### src/inc/ssdr_pkg.sv
// Constants, field layouts and types of the SPI register block.
// Assumes a 32-bit AXI4-Lite register bus with 8-bit byte addresses.
//
// How it works
// - Finished byte sets transfer-done flag, bit 7.
// - Done clears by status read, then data access.
// - Data writes ignored while done set, status unread.
// - Data write during transfer sets collision flag, bit 6.
// - Byte finishing while done set sets overrun, bit 5.
// - Status read clears overrun flag.
// - Select low in master mode sets fault, bit 4.
// - Fault clears by control access, then control write.
// - Interrupt when enabled and done, overrun or fault.
// - Status bit 3 reads zero; software writes zero.
// - Status bit 2 stops driving serial data output.
// - Status bit 1 takes select from bit 0.
// - Software select: zero selects, one deselects.
// - Master data write starts another byte exchange.
// - Finished byte copied to read buffer unless overrun; reads return it.
// - Data write loads shift register directly.
// - Data, control, status at consecutive addresses.
// - Reset clears status and upper control bits.
// - Master fault clears enable and master-select bits.
// - Enable low leaves serial pins undriven.

package ssdr_pkg;

  // Register indices; the bus byte address is four times the index
  localparam logic [7:0] IDX_DATA  = 8'h21;
  localparam logic [7:0] IDX_CTRL  = 8'h22;
  localparam logic [7:0] IDX_STAT  = 8'h23;
  localparam logic [7:0] ADDR_DATA = {IDX_DATA[5:0], 2'b00};
  localparam logic [7:0] ADDR_CTRL = {IDX_CTRL[5:0], 2'b00};
  localparam logic [7:0] ADDR_STAT = {IDX_STAT[5:0], 2'b00};

  // Values after reset
  localparam logic [7:0] CTRL_RST = 8'h00;
  localparam logic [7:0] DATA_RST = 8'h00;
  localparam logic [7:0] SHIFT_RST = 8'h00;

  // Bus responses
  localparam logic [1:0] RESP_OKAY   = 2'b00;
  localparam logic [1:0] RESP_SLVERR = 2'b10;

  // Byte framing counts
  localparam logic [3:0] LAST_SAMPLE = 4'h7;
  localparam logic [4:0] LAST_EDGE   = 5'h0F;

  // Master half-period reloads (cycles minus one) for sys_clk/4 .. /128
  localparam logic [5:0] HALF_DIV4   = 6'h01;
  localparam logic [5:0] HALF_DIV8   = 6'h03;
  localparam logic [5:0] HALF_DIV16  = 6'h07;
  localparam logic [5:0] HALF_DIV32  = 6'h0F;
  localparam logic [5:0] HALF_DIV64  = 6'h1F;
  localparam logic [5:0] HALF_DIV128 = 6'h3F;

  // Control register layout
  typedef struct packed {
    logic       irq_enable;
    logic       periph_enable;
    logic       rate_divider_sel;
    logic       master_select;
    logic       clock_idle_level;
    logic       clock_capture_phase;
    logic [1:0] rate_select;
  } ssdr_ctrl_s;

  // Status register layout
  typedef struct packed {
    logic xfer_done_flag;
    logic write_collision_flag;
    logic overrun_flag;
    logic master_fault_flag;
    logic reserved;
    logic output_disable;
    logic soft_select_mgmt;
    logic soft_select_level;
  } ssdr_stat_s;

  typedef enum logic [0:0] {SH_IDLE, SH_RUN} ssdr_shift_e;

endpackage

### src/rtl/ssdr_sync.sv
// Two-flop synchroniser for a bundle of pin inputs.
// Assumes the bits are independent levels.
`timescale 1ns/1ps
`default_nettype none

module ssdr_sync #(
  parameter int unsigned     WIDTH   = 4,
  parameter logic [WIDTH-1:0] RST_VAL = '0
) (
  input  wire logic             sys_clk,
  input  wire logic             rst_n,
  input  wire logic [WIDTH-1:0] async_in,
  output var  logic [WIDTH-1:0] sync_out
);

  logic [WIDTH-1:0] meta_q;
  logic [WIDTH-1:0] meta_d;
  logic [WIDTH-1:0] sync_q;
  logic [WIDTH-1:0] sync_d;

  // First stage feeds only the second
  always_comb begin
    meta_d = async_in;
    sync_d = meta_q;
  end

  always_ff @(posedge sys_clk) begin
    if (!rst_n) begin
      meta_q <= RST_VAL;
      sync_q <= RST_VAL;
    end else begin
      meta_q <= meta_d;
      sync_q <= sync_d;
    end
  end

  assign sync_out = sync_q;

endmodule

`default_nettype wire

### src/rtl/ssdr_top.sv
// SPI status, flag and data register block with a compact byte shifter.
// Assumes an AXI4-Lite master on sys_clk and serial pins from outside the
// clock domain; pin tristating is resolved outside from the enables.
//
// Decided for this implementation: the AXI4-Lite slave port.
`timescale 1ns/1ps
`default_nettype none

module ssdr_top
  import ssdr_pkg::*;
(
  input  wire logic        sys_clk,
  input  wire logic        rst_n,
  input  wire logic [7:0]  awaddr,
  input  wire logic        awvalid,
  output var  logic        awready,
  input  wire logic [31:0] wdata,
  input  wire logic [3:0]  wstrb,
  input  wire logic        wvalid,
  output var  logic        wready,
  output var  logic [1:0]  bresp,
  output var  logic        bvalid,
  input  wire logic        bready,
  input  wire logic [7:0]  araddr,
  input  wire logic        arvalid,
  output var  logic        arready,
  output var  logic [31:0] rdata,
  output var  logic [1:0]  rresp,
  output var  logic        rvalid,
  input  wire logic        rready,
  input  wire logic        sck_i,
  output var  logic        sck_o,
  output var  logic        sck_oe,
  input  wire logic        mosi_i,
  output var  logic        mosi_o,
  output var  logic        mosi_oe,
  input  wire logic        miso_i,
  output var  logic        miso_o,
  output var  logic        miso_oe,
  input  wire logic        ss_n_i,
  output var  logic        irq
);

  ////////////////////////////////////////////////////////////////////////////
  // Pin synchronisers

  logic [3:0] pin_s;
  logic       sck_s;
  logic       mosi_s;
  logic       miso_s;
  logic       ss_n_s;

  ssdr_sync #(
    .WIDTH   (4),
    .RST_VAL (4'h1)
  ) u_sync (
    .sys_clk  (sys_clk),
    .rst_n    (rst_n),
    .async_in ({sck_i, mosi_i, miso_i, ss_n_i}),
    .sync_out (pin_s)
  );

  assign sck_s  = pin_s[3];
  assign mosi_s = pin_s[2];
  assign miso_s = pin_s[1];
  assign ss_n_s = pin_s[0];

  ////////////////////////////////////////////////////////////////////////////
  // AXI4-Lite slave

  logic        aw_held_q, aw_held_d;
  logic [7:0]  aw_addr_q, aw_addr_d;
  logic        w_held_q, w_held_d;
  logic [7:0]  w_data_q, w_data_d;
  logic        w_strb_q, w_strb_d;
  logic        bvalid_q, bvalid_d;
  logic [1:0]  bresp_q, bresp_d;
  logic        rvalid_q, rvalid_d;
  logic [7:0]  rbyte_q, rbyte_d;
  logic [1:0]  rresp_q, rresp_d;
  logic        wr_fire;
  logic        rd_fire;
  logic        w_hit;
  logic        r_hit;
  logic [7:0]  rd_val;

  ssdr_ctrl_s  ctrl_q, ctrl_d;
  ssdr_stat_s  stat_q;
  logic [7:0]  rxbuf_q, rxbuf_d;

  // Handshakes: one write and one read in flight
  assign awready = ~aw_held_q & ~bvalid_q;
  assign wready  = ~w_held_q & ~bvalid_q;
  assign arready = ~rvalid_q;
  assign wr_fire = aw_held_q & w_held_q & ~bvalid_q;
  assign rd_fire = arvalid & arready;
  assign w_hit   = (aw_addr_q == ADDR_DATA) | (aw_addr_q == ADDR_CTRL) |
                   (aw_addr_q == ADDR_STAT);
  assign r_hit   = (araddr == ADDR_DATA) | (araddr == ADDR_CTRL) |
                   (araddr == ADDR_STAT);

  // Read mux; reserved bit reads zero
  always_comb begin
    rd_val = 8'h00;
    if (araddr == ADDR_DATA) begin
      rd_val = rxbuf_q;
    end else if (araddr == ADDR_CTRL) begin
      rd_val = ctrl_q;
    end else if (araddr == ADDR_STAT) begin
      rd_val = {stat_q[7:4], 1'b0, stat_q[2:0]};
    end
  end

  // Bus next state; address and data wait for each other
  always_comb begin
    aw_held_d = aw_held_q;
    aw_addr_d = aw_addr_q;
    w_held_d  = w_held_q;
    w_data_d  = w_data_q;
    w_strb_d  = w_strb_q;
    bvalid_d  = bvalid_q;
    bresp_d   = bresp_q;
    rvalid_d  = rvalid_q;
    rbyte_d   = rbyte_q;
    rresp_d   = rresp_q;
    if (awvalid && awready) begin
      aw_held_d = 1'b1;
      aw_addr_d = awaddr;
    end
    if (wvalid && wready) begin
      w_held_d = 1'b1;
      w_data_d = wdata[7:0];
      w_strb_d = wstrb[0];
    end
    if (wr_fire) begin
      aw_held_d = 1'b0;
      w_held_d  = 1'b0;
      bvalid_d  = 1'b1;
      bresp_d   = w_hit ? RESP_OKAY : RESP_SLVERR;
    end else if (bvalid_q && bready) begin
      bvalid_d = 1'b0;
    end
    if (rd_fire) begin
      rvalid_d = 1'b1;
      rbyte_d  = rd_val;
      rresp_d  = r_hit ? RESP_OKAY : RESP_SLVERR;
    end else if (rvalid_q && rready) begin
      rvalid_d = 1'b0;
    end
  end

  always_ff @(posedge sys_clk) begin
    if (!rst_n) begin
      aw_held_q <= 1'b0;
      aw_addr_q <= 8'h00;
      w_held_q  <= 1'b0;
      w_data_q  <= 8'h00;
      w_strb_q  <= 1'b0;
      bvalid_q  <= 1'b0;
      bresp_q   <= RESP_OKAY;
      rvalid_q  <= 1'b0;
      rbyte_q   <= 8'h00;
      rresp_q   <= RESP_OKAY;
    end else begin
      aw_held_q <= aw_held_d;
      aw_addr_q <= aw_addr_d;
      w_held_q  <= w_held_d;
      w_data_q  <= w_data_d;
      w_strb_q  <= w_strb_d;
      bvalid_q  <= bvalid_d;
      bresp_q   <= bresp_d;
      rvalid_q  <= rvalid_d;
      rbyte_q   <= rbyte_d;
      rresp_q   <= rresp_d;
    end
  end

  assign bvalid = bvalid_q;
  assign bresp  = bresp_q;
  assign rvalid = rvalid_q;
  assign rresp  = rresp_q;
  assign rdata  = {24'h000000, rbyte_q};

  ////////////////////////////////////////////////////////////////////////////
  // Registers and flags

  ssdr_stat_s  stat_d;
  logic        armed_q, armed_d;
  logic        mf_arm_q, mf_arm_d;
  logic        ss_int;
  logic        busy;
  logic        xfer_end;
  logic [7:0]  xfer_byte;
  logic        load_tx;
  logic        data_wr, data_rd, ctrl_wr, ctrl_rd, stat_wr, stat_rd;
  logic        wr_block;
  logic        clr_seq;
  logic        done_keep;
  logic        fault;

  assign data_wr = wr_fire & w_strb_q & (aw_addr_q == ADDR_DATA);
  assign ctrl_wr = wr_fire & w_strb_q & (aw_addr_q == ADDR_CTRL);
  assign stat_wr = wr_fire & w_strb_q & (aw_addr_q == ADDR_STAT);
  assign data_rd = rd_fire & (araddr == ADDR_DATA);
  assign ctrl_rd = rd_fire & (araddr == ADDR_CTRL);
  assign stat_rd = rd_fire & (araddr == ADDR_STAT);

  // Internal select from pin or software
  assign ss_int    = stat_q.soft_select_mgmt ? stat_q.soft_select_level : ss_n_s;
  assign wr_block  = stat_q.xfer_done_flag & ~armed_q;
  assign load_tx   = data_wr & ~wr_block & ~busy & ctrl_q.periph_enable;
  assign clr_seq   = (data_rd | data_wr) & armed_q;
  assign done_keep = stat_q.xfer_done_flag & ~clr_seq;
  assign fault     = ctrl_q.master_select & ctrl_q.periph_enable & ~ss_int;

  // Flag next state; clears first so a same-cycle set wins
  always_comb begin
    stat_d   = stat_q;
    ctrl_d   = ctrl_q;
    armed_d  = armed_q;
    mf_arm_d = mf_arm_q;
    rxbuf_d  = rxbuf_q;
    if (stat_rd) begin
      armed_d             = 1'b1;
      stat_d.overrun_flag = 1'b0;
    end
    if (clr_seq) begin
      armed_d                     = 1'b0;
      stat_d.xfer_done_flag       = 1'b0;
      stat_d.write_collision_flag = 1'b0;
    end
    if (stat_wr) begin
      stat_d.output_disable    = w_data_q[2];
      stat_d.soft_select_mgmt  = w_data_q[1];
      stat_d.soft_select_level = w_data_q[0];
    end
    if (ctrl_wr) begin
      ctrl_d = w_data_q;
    end
    if (ctrl_wr && mf_arm_q) begin
      mf_arm_d                 = 1'b0;
      stat_d.master_fault_flag = 1'b0;
    end else if ((ctrl_rd || ctrl_wr) && stat_q.master_fault_flag) begin
      mf_arm_d = 1'b1;
    end
    if (data_wr && !wr_block && busy) begin
      stat_d.write_collision_flag = 1'b1;
    end
    if (xfer_end) begin
      stat_d.xfer_done_flag = 1'b1;
      if (done_keep) begin
        stat_d.overrun_flag = 1'b1;
      end else begin
        rxbuf_d = xfer_byte;
      end
    end
    if (fault) begin
      stat_d.master_fault_flag = 1'b1;
      ctrl_d.periph_enable     = 1'b0;
      ctrl_d.master_select     = 1'b0;
    end
    stat_d.reserved = 1'b0;
  end

  always_ff @(posedge sys_clk) begin
    if (!rst_n) begin
      stat_q   <= '0;
      ctrl_q   <= CTRL_RST;
      armed_q  <= 1'b0;
      mf_arm_q <= 1'b0;
      rxbuf_q  <= DATA_RST;
    end else begin
      stat_q   <= stat_d;
      ctrl_q   <= ctrl_d;
      armed_q  <= armed_d;
      mf_arm_q <= mf_arm_d;
      rxbuf_q  <= rxbuf_d;
    end
  end

  // One request line for the three events
  assign irq = ctrl_q.irq_enable & (stat_q.xfer_done_flag | stat_q.overrun_flag |
               stat_q.master_fault_flag);

  ////////////////////////////////////////////////////////////////////////////
  // Byte shifter, MSB first

  ssdr_shift_e state_q, state_d;
  logic [7:0]  sh_q, sh_d;
  logic [7:0]  rx_q, rx_d;
  logic [3:0]  cnt_q, cnt_d;
  logic [4:0]  edge_q, edge_d;
  logic [5:0]  div_q, div_d;
  logic        sck_q, sck_d;
  logic        sck_prev_q;
  logic        sck_edge;
  logic        new_lvl;
  logic        lead;
  logic        sample;
  logic        shift;
  logic        din;
  logic        slave_on;
  logic [7:0]  rx_next;
  logic [5:0]  half;

  // Half period from rate bits; unlisted codes fall back to /8
  always_comb begin
    case ({ctrl_q.rate_divider_sel, ctrl_q.rate_select})
      3'h4:    half = HALF_DIV4;
      3'h0:    half = HALF_DIV8;
      3'h1:    half = HALF_DIV16;
      3'h6:    half = HALF_DIV32;
      3'h2:    half = HALF_DIV64;
      3'h3:    half = HALF_DIV128;
      default: half = HALF_DIV8;
    endcase
  end

  assign slave_on = ctrl_q.periph_enable & ~ctrl_q.master_select & ~ss_int;
  assign busy     = (state_q == SH_RUN) | (cnt_q != 4'h0);
  assign din      = ctrl_q.master_select ? miso_s : mosi_s;
  assign rx_next  = {rx_q[6:0], din};

  // Edges: master from the divider, slave from the pin
  always_comb begin
    if (ctrl_q.master_select) begin
      sck_edge = (state_q == SH_RUN) && (div_q == 6'h00);
      new_lvl  = ~sck_q;
    end else begin
      sck_edge = slave_on && (sck_s != sck_prev_q);
      new_lvl  = sck_s;
    end
    lead   = new_lvl ^ ctrl_q.clock_idle_level;
    sample = sck_edge & (lead ^ ctrl_q.clock_capture_phase);
    // No shift before the first sample, so phase 1 keeps the MSB on the line
    shift  = sck_edge & ~(lead ^ ctrl_q.clock_capture_phase) & (cnt_q != 4'h0);
  end

  assign xfer_byte = sample ? rx_next : rx_q;
  assign xfer_end  = ctrl_q.master_select ?
                     (sck_edge && edge_q == LAST_EDGE) :
                     (sample && cnt_q == LAST_SAMPLE);

  // Shifter next state; a fault or disable abandons the byte in flight
  always_comb begin
    state_d = state_q;
    sh_d    = sh_q;
    rx_d    = rx_q;
    cnt_d   = cnt_q;
    edge_d  = edge_q;
    div_d   = div_q;
    sck_d   = sck_q;
    if (sample) begin
      rx_d  = rx_next;
      cnt_d = cnt_q + 4'h1;
    end
    if (shift) begin
      sh_d = {sh_q[6:0], 1'b0};
    end
    if (state_q == SH_RUN) begin
      div_d = (div_q == 6'h00) ? half : div_q - 6'h01;
      if (sck_edge) begin
        sck_d  = new_lvl;
        edge_d = edge_q + 5'h01;
      end
    end else begin
      sck_d = ctrl_q.clock_idle_level;
    end
    if (xfer_end) begin
      state_d = SH_IDLE;
      cnt_d   = 4'h0;
      edge_d  = 5'h00;
    end
    if (!ctrl_q.periph_enable || fault ||
        (!ctrl_q.master_select && !slave_on)) begin
      state_d = SH_IDLE;
      cnt_d   = 4'h0;
      edge_d  = 5'h00;
    end
    if (load_tx) begin
      sh_d  = w_data_q;
      cnt_d = 4'h0;
      if (ctrl_q.master_select) begin
        state_d = SH_RUN;
        div_d   = half;
        edge_d  = 5'h00;
        sck_d   = ctrl_q.clock_idle_level;
      end
    end
  end

  always_ff @(posedge sys_clk) begin
    if (!rst_n) begin
      state_q    <= SH_IDLE;
      sh_q       <= SHIFT_RST;
      rx_q       <= SHIFT_RST;
      cnt_q      <= 4'h0;
      edge_q     <= 5'h00;
      div_q      <= 6'h00;
      sck_q      <= 1'b0;
      sck_prev_q <= 1'b0;
    end else begin
      state_q    <= state_d;
      sh_q       <= sh_d;
      rx_q       <= rx_d;
      cnt_q      <= cnt_d;
      edge_q     <= edge_d;
      div_q      <= div_d;
      sck_q      <= sck_d;
      sck_prev_q <= sck_s;
    end
  end

  ////////////////////////////////////////////////////////////////////////////
  // Pin drivers; nothing driven while disabled

  assign sck_o   = sck_q;
  assign mosi_o  = sh_q[7];
  assign miso_o  = sh_q[7];
  assign sck_oe  = ctrl_q.periph_enable & ctrl_q.master_select;
  assign mosi_oe = ctrl_q.periph_enable & ctrl_q.master_select &
                   ~stat_q.output_disable;
  assign miso_oe = slave_on & ~stat_q.output_disable;

endmodule

`default_nettype wire

### config.mk
export PLATFORM = sky130hd
export DESIGN_NAME = ssdr_top
export DESIGN_NICKNAME = d
export VERILOG_FILES = /design/src/inc/ssdr_pkg.sv /design/src/rtl/ssdr_sync.sv /design/src/rtl/ssdr_top.sv
export SDC_FILE = /design/constraint.sdc
export NUM_CORES = 1
export LEC_CHECK = 0
export BUFFER_PORTS_ARGS = -buffer_cell sky130_fd_sc_hd__buf_2
export CELL_PAD_IN_SITES_DETAIL_PLACEMENT = 1
export CELL_PAD_IN_SITES_GLOBAL_PLACEMENT = 2
export CORE_UTILIZATION = 34
export CTS_CLUSTER_SIZE = 25
export DETAILED_ROUTE_END_ITERATION = 6
export PLACE_DENSITY = 0.87
export SETUP_SLACK_MARGIN = 0.5
export SLEW_MARGIN = 30
export SYNTH_ARGS = -nofsm -noshare
export SYNTH_HDL_FRONTEND = slang
export SYNTH_SLANG_ARGS = --single-unit
export TNS_END_PERCENT = 50
### constraint.sdc
create_clock -name sys_clk -period 4.6 [get_ports sys_clk]
set_input_delay 0 -clock sys_clk [delete_from_list [all_inputs] [get_ports sys_clk]]
set_output_delay 0 -clock sys_clk [all_outputs]
set_load 0.02 [all_outputs]
==> out/results.tsv <==
stage	metric	value	unit
final_layout	diode count	0	
drt	DR iter-0 viols	138	
power	Power, Total	1.730	mW
logic_synthesis	Synth top area share	42.67	%
final_layout	fin nets	660	
clock_tree	Clock Path Buffers	2	
drt	met3 wire len	323	um
global_routing	largest net degree at the start of global routing	35	
timing	Period minus WS final	3104	ps
timing	Hold WS	114.8	ps
job	Max Cap Viol	0	
global_routing	vias in the first global route	4028	
logic_synthesis	Gate Count Post-Synth	521	
logic_synthesis	synthesized flop and latch total	98	
critical_path	cell family with most CP delay	simple AND/OR/NAND/NOR gates	
worst_hold_path	HP Class	in2reg	
critical_path	crit path cell chain	inv_1 -> ha_1 -> or4b_1 -> nor3_4 -> o2111ai_1 -> a22oi_1 -> buf_2 -> mux2i_1	
power	worst vdd ir	162.3	uV
drt	total number of vias	3872	
drt	highest routed layer	met4	
floorplanning	Core Rows	42	
timing	clock skew	4.391	ps
timing	Setup Viol. Count Final	0	
clock_tree	clock latency on the worst-skew pair	340	ps
logic_synthesis	asr flop ratio synth	0	%
logic_synthesis	area leader, netlist	dfxtp_1	
critical_path	Setup crit end kind	flip-flop	
critical_path	Max FO, Critical Path	7	
critical_path	CP max stage delay	600	ps
timing	Final period util	67.47	%
clock_tree	CTS clk-pin slew, worst paths	70	ps
drt	total wire length	11840	um
clock_tree	TritonCTS buffer count	9	
floorplanning	Initial Utilization	34.86	%
floorplanning	I/O Pins	111	
logic_synthesis	Post-Synth Adder-Cell Area	1.633	%
logic_synthesis	largest cells by area after synthesis	dfxtp_1, nand2_1, mux2i_1	
clock_tree	clock root buffer	clkbuf_16	
global_routing	GRT overflow	0	
logic_synthesis	post-synthesis simple-gate area fraction	20.05	%
logic_synthesis	most instantiated library cell after synthesis	dfxtp_1	
timing	total negative setup slack	0	ps
logic_synthesis	Avg Inst Size Synth	8.826	um2
logic_synthesis	ys flop type	dfxtp_1	
logic_synthesis	xor and xnor area share after synthesis	1.333	%
placement	Port Buf Inserts	57	
timing	Worst Max-Slew Pin Slew	910.1	ps
drt	Antenna Nets Post-Route	0	
critical_path	slowest cell on the critical path	or4b_1	
global_routing	first-pass GRT wire length	20090	um
logic_synthesis	multiplexer share of the synthesized area	7.211	%
clock_tree	H-tree lvl count	3	
drt	routed len/inst	15.33	um
critical_path	WP buf/inv	2	
drt	routed vias/inst	5.016	
final_layout	Final Util	40.84	%
placement	Post-DP Area	0.004873	mm2
drt	first drt pass iteration count	4	
floorplanning	CORE AREA	0.01319	mm2
logic_synthesis	Post-synth EDFFs	0	
placement	GPL Wtd Cong	0.7751	
drt	met1 WL	5381	um
timing	RSZ-0062 raised after global routing	no	
final_layout	Syn-to-layout area delta	17.14	%
floorplanning	Die W	118.3	um
power	Static Leak	2.136	nW
timing	max-slew violations	0	
logic_synthesis	main combinational cell family by area after synthesis	simple AND/OR/NAND/NOR gates	
power	P per Cell Area	321.1	mW/mm2
critical_path	Critical Path AT	3370	ps
logic_synthesis	register area share after synthesis	42.67	%
global_routing	Tot GR Track Use	18.00	%
final_layout	Fillers	1577	
logic_synthesis	Netlist cell types	67	
logic_synthesis	synthesized cell area	0.004598	mm2
clock_tree	CTS tree	done	
logic_synthesis	Synth top cells by count	dfxtp_1, nand2_1, a21oi_1, nor2_1, buf_4	
timing	Peak Freq	322.2	MHz
critical_path	Worst setup SP type	flip-flop	
outcome	outcome	finished, final reports clean	
clock_tree	cts repair resizes	0	
clock_tree	postcts setup bufs	0	
timing	Slew headroom	39.20	%
placement	post-DP HPWL	8549	um
critical_path	Setup Crit Path Kind	reg2reg	
floorplanning	die area	0.01399	mm2
final_layout	layout cells sized above 1	17.62	%
timing	Final Hold Fails	0	
logic_synthesis	YS warnings	0	
critical_path	CP required	4870	ps
global_routing	initial antenna violation count	0	
final_layout	Final Instance Area	0.005386	mm2
logic_synthesis	Compound-Gate Fraction of Synth Area	17.50	%
drt	DRC	0	
drt	WL met2	5916	um
floorplanning	Die H	118.3	um
clock_tree	CTS sink cnt	98	
==> state kept, by name, summed over array words and instances, names as in the netlist, 4 cells and up <==
signal / count
sh_q: 8
cnt_q: 4
ctrl_q: 8
div_q: 6
u_sync.meta_q: 4
edge_q: 5
rbyte_q: 8
u_sync.sync_out: 4
w_data_q: 8
rx_q: 8
stat_q: 7
aw_addr_q: 8
rxbuf_q: 8
==> worst min-delay path: stages <==
cell,delay (ps)
buf_2,80
nand2_1,160
nand2_1,120
a21oi_1,50
==> power by group <==
group / switching [mW] / internal [mW]
Clock: 0.319 / 0.379
Combinational: 0.0908 / 0.0546
Sequential: 0.0165 / 0.870
==> kinds of logic (layout without fill, tap and decap cells) <==
family          count (synthesis)  after routing
xor+xnor                        7              7
fa+ha+maj                       6              6
mux                            32             32
simple gates                  181            181
compound gates                123            123
flops                          98             98
buf+inv                        73            123
other cells                     1             26
==> final cells by class <==
type / count / area [um2] / area share, %
Tap cell: 176 / 220.2 / 4.088
Clock buffer: 11 / 242.7 / 4.506
Inverter: 21 / 78.83 / 1.463
Timing Repair Buffer: 86 / 560.5 / 10.41
Sequential cell: 98 / 1962 / 36.42
Multi-Input combinational cell: 375 / 2292 / 42.56
Clock inverter: 5 / 30.03 / 0.5575
==> final timing paths <==
kind | endpoint | start | cells past startpoint | slack, ps
worst max register to register | rxbuf_q[2] | div_q[0] | 8 | 1500
worst min register to register | u_sync.sync_out[0] | u_sync.meta_q[0] | 1 | 410
worst min-delay path | aw_addr_q[0] | awvalid | 4 | 110
worst max-delay path | rxbuf_q[2] | div_q[0] | 8 | 1500
==> cells in the final DEF, fill, tap and decap left out, types with 13 or more instances in the layout <==
master          n
a21oi_1        42
and2_1         13
buf_2          58
conb_1         26
dfxtp_1        98
dlygate4sd3_1  24
inv_1          21
mux2i_1        23
nand2_1        67
nand3_1        15
nor2_1         35
o21ai_0        25
==> per-layer routing <==
layer	vias up	track usage, %
li1	1926	-
met1	1865	21.50
met2	66	32.13
met3	15	2.847
met4	0	6.971
met5	-	0
==> timing repair <==
action | in CTS | in global routing
hold buffers | 24 | 0
endpoints found under the hold margin | 23 | 0
setup endpoints to repair | 0 | 0
==> stage by stage <==
stage,cells,setup slack [ps]
2_1_floorplan,546,2334
4_1_cts,772,1493
5_1_grt,772,1280
3_5_place_dp,732,1525
6_report,772,1496
3_3_place_gp,731,1500
No activity file was read; power rests on OpenSTA's default activity.
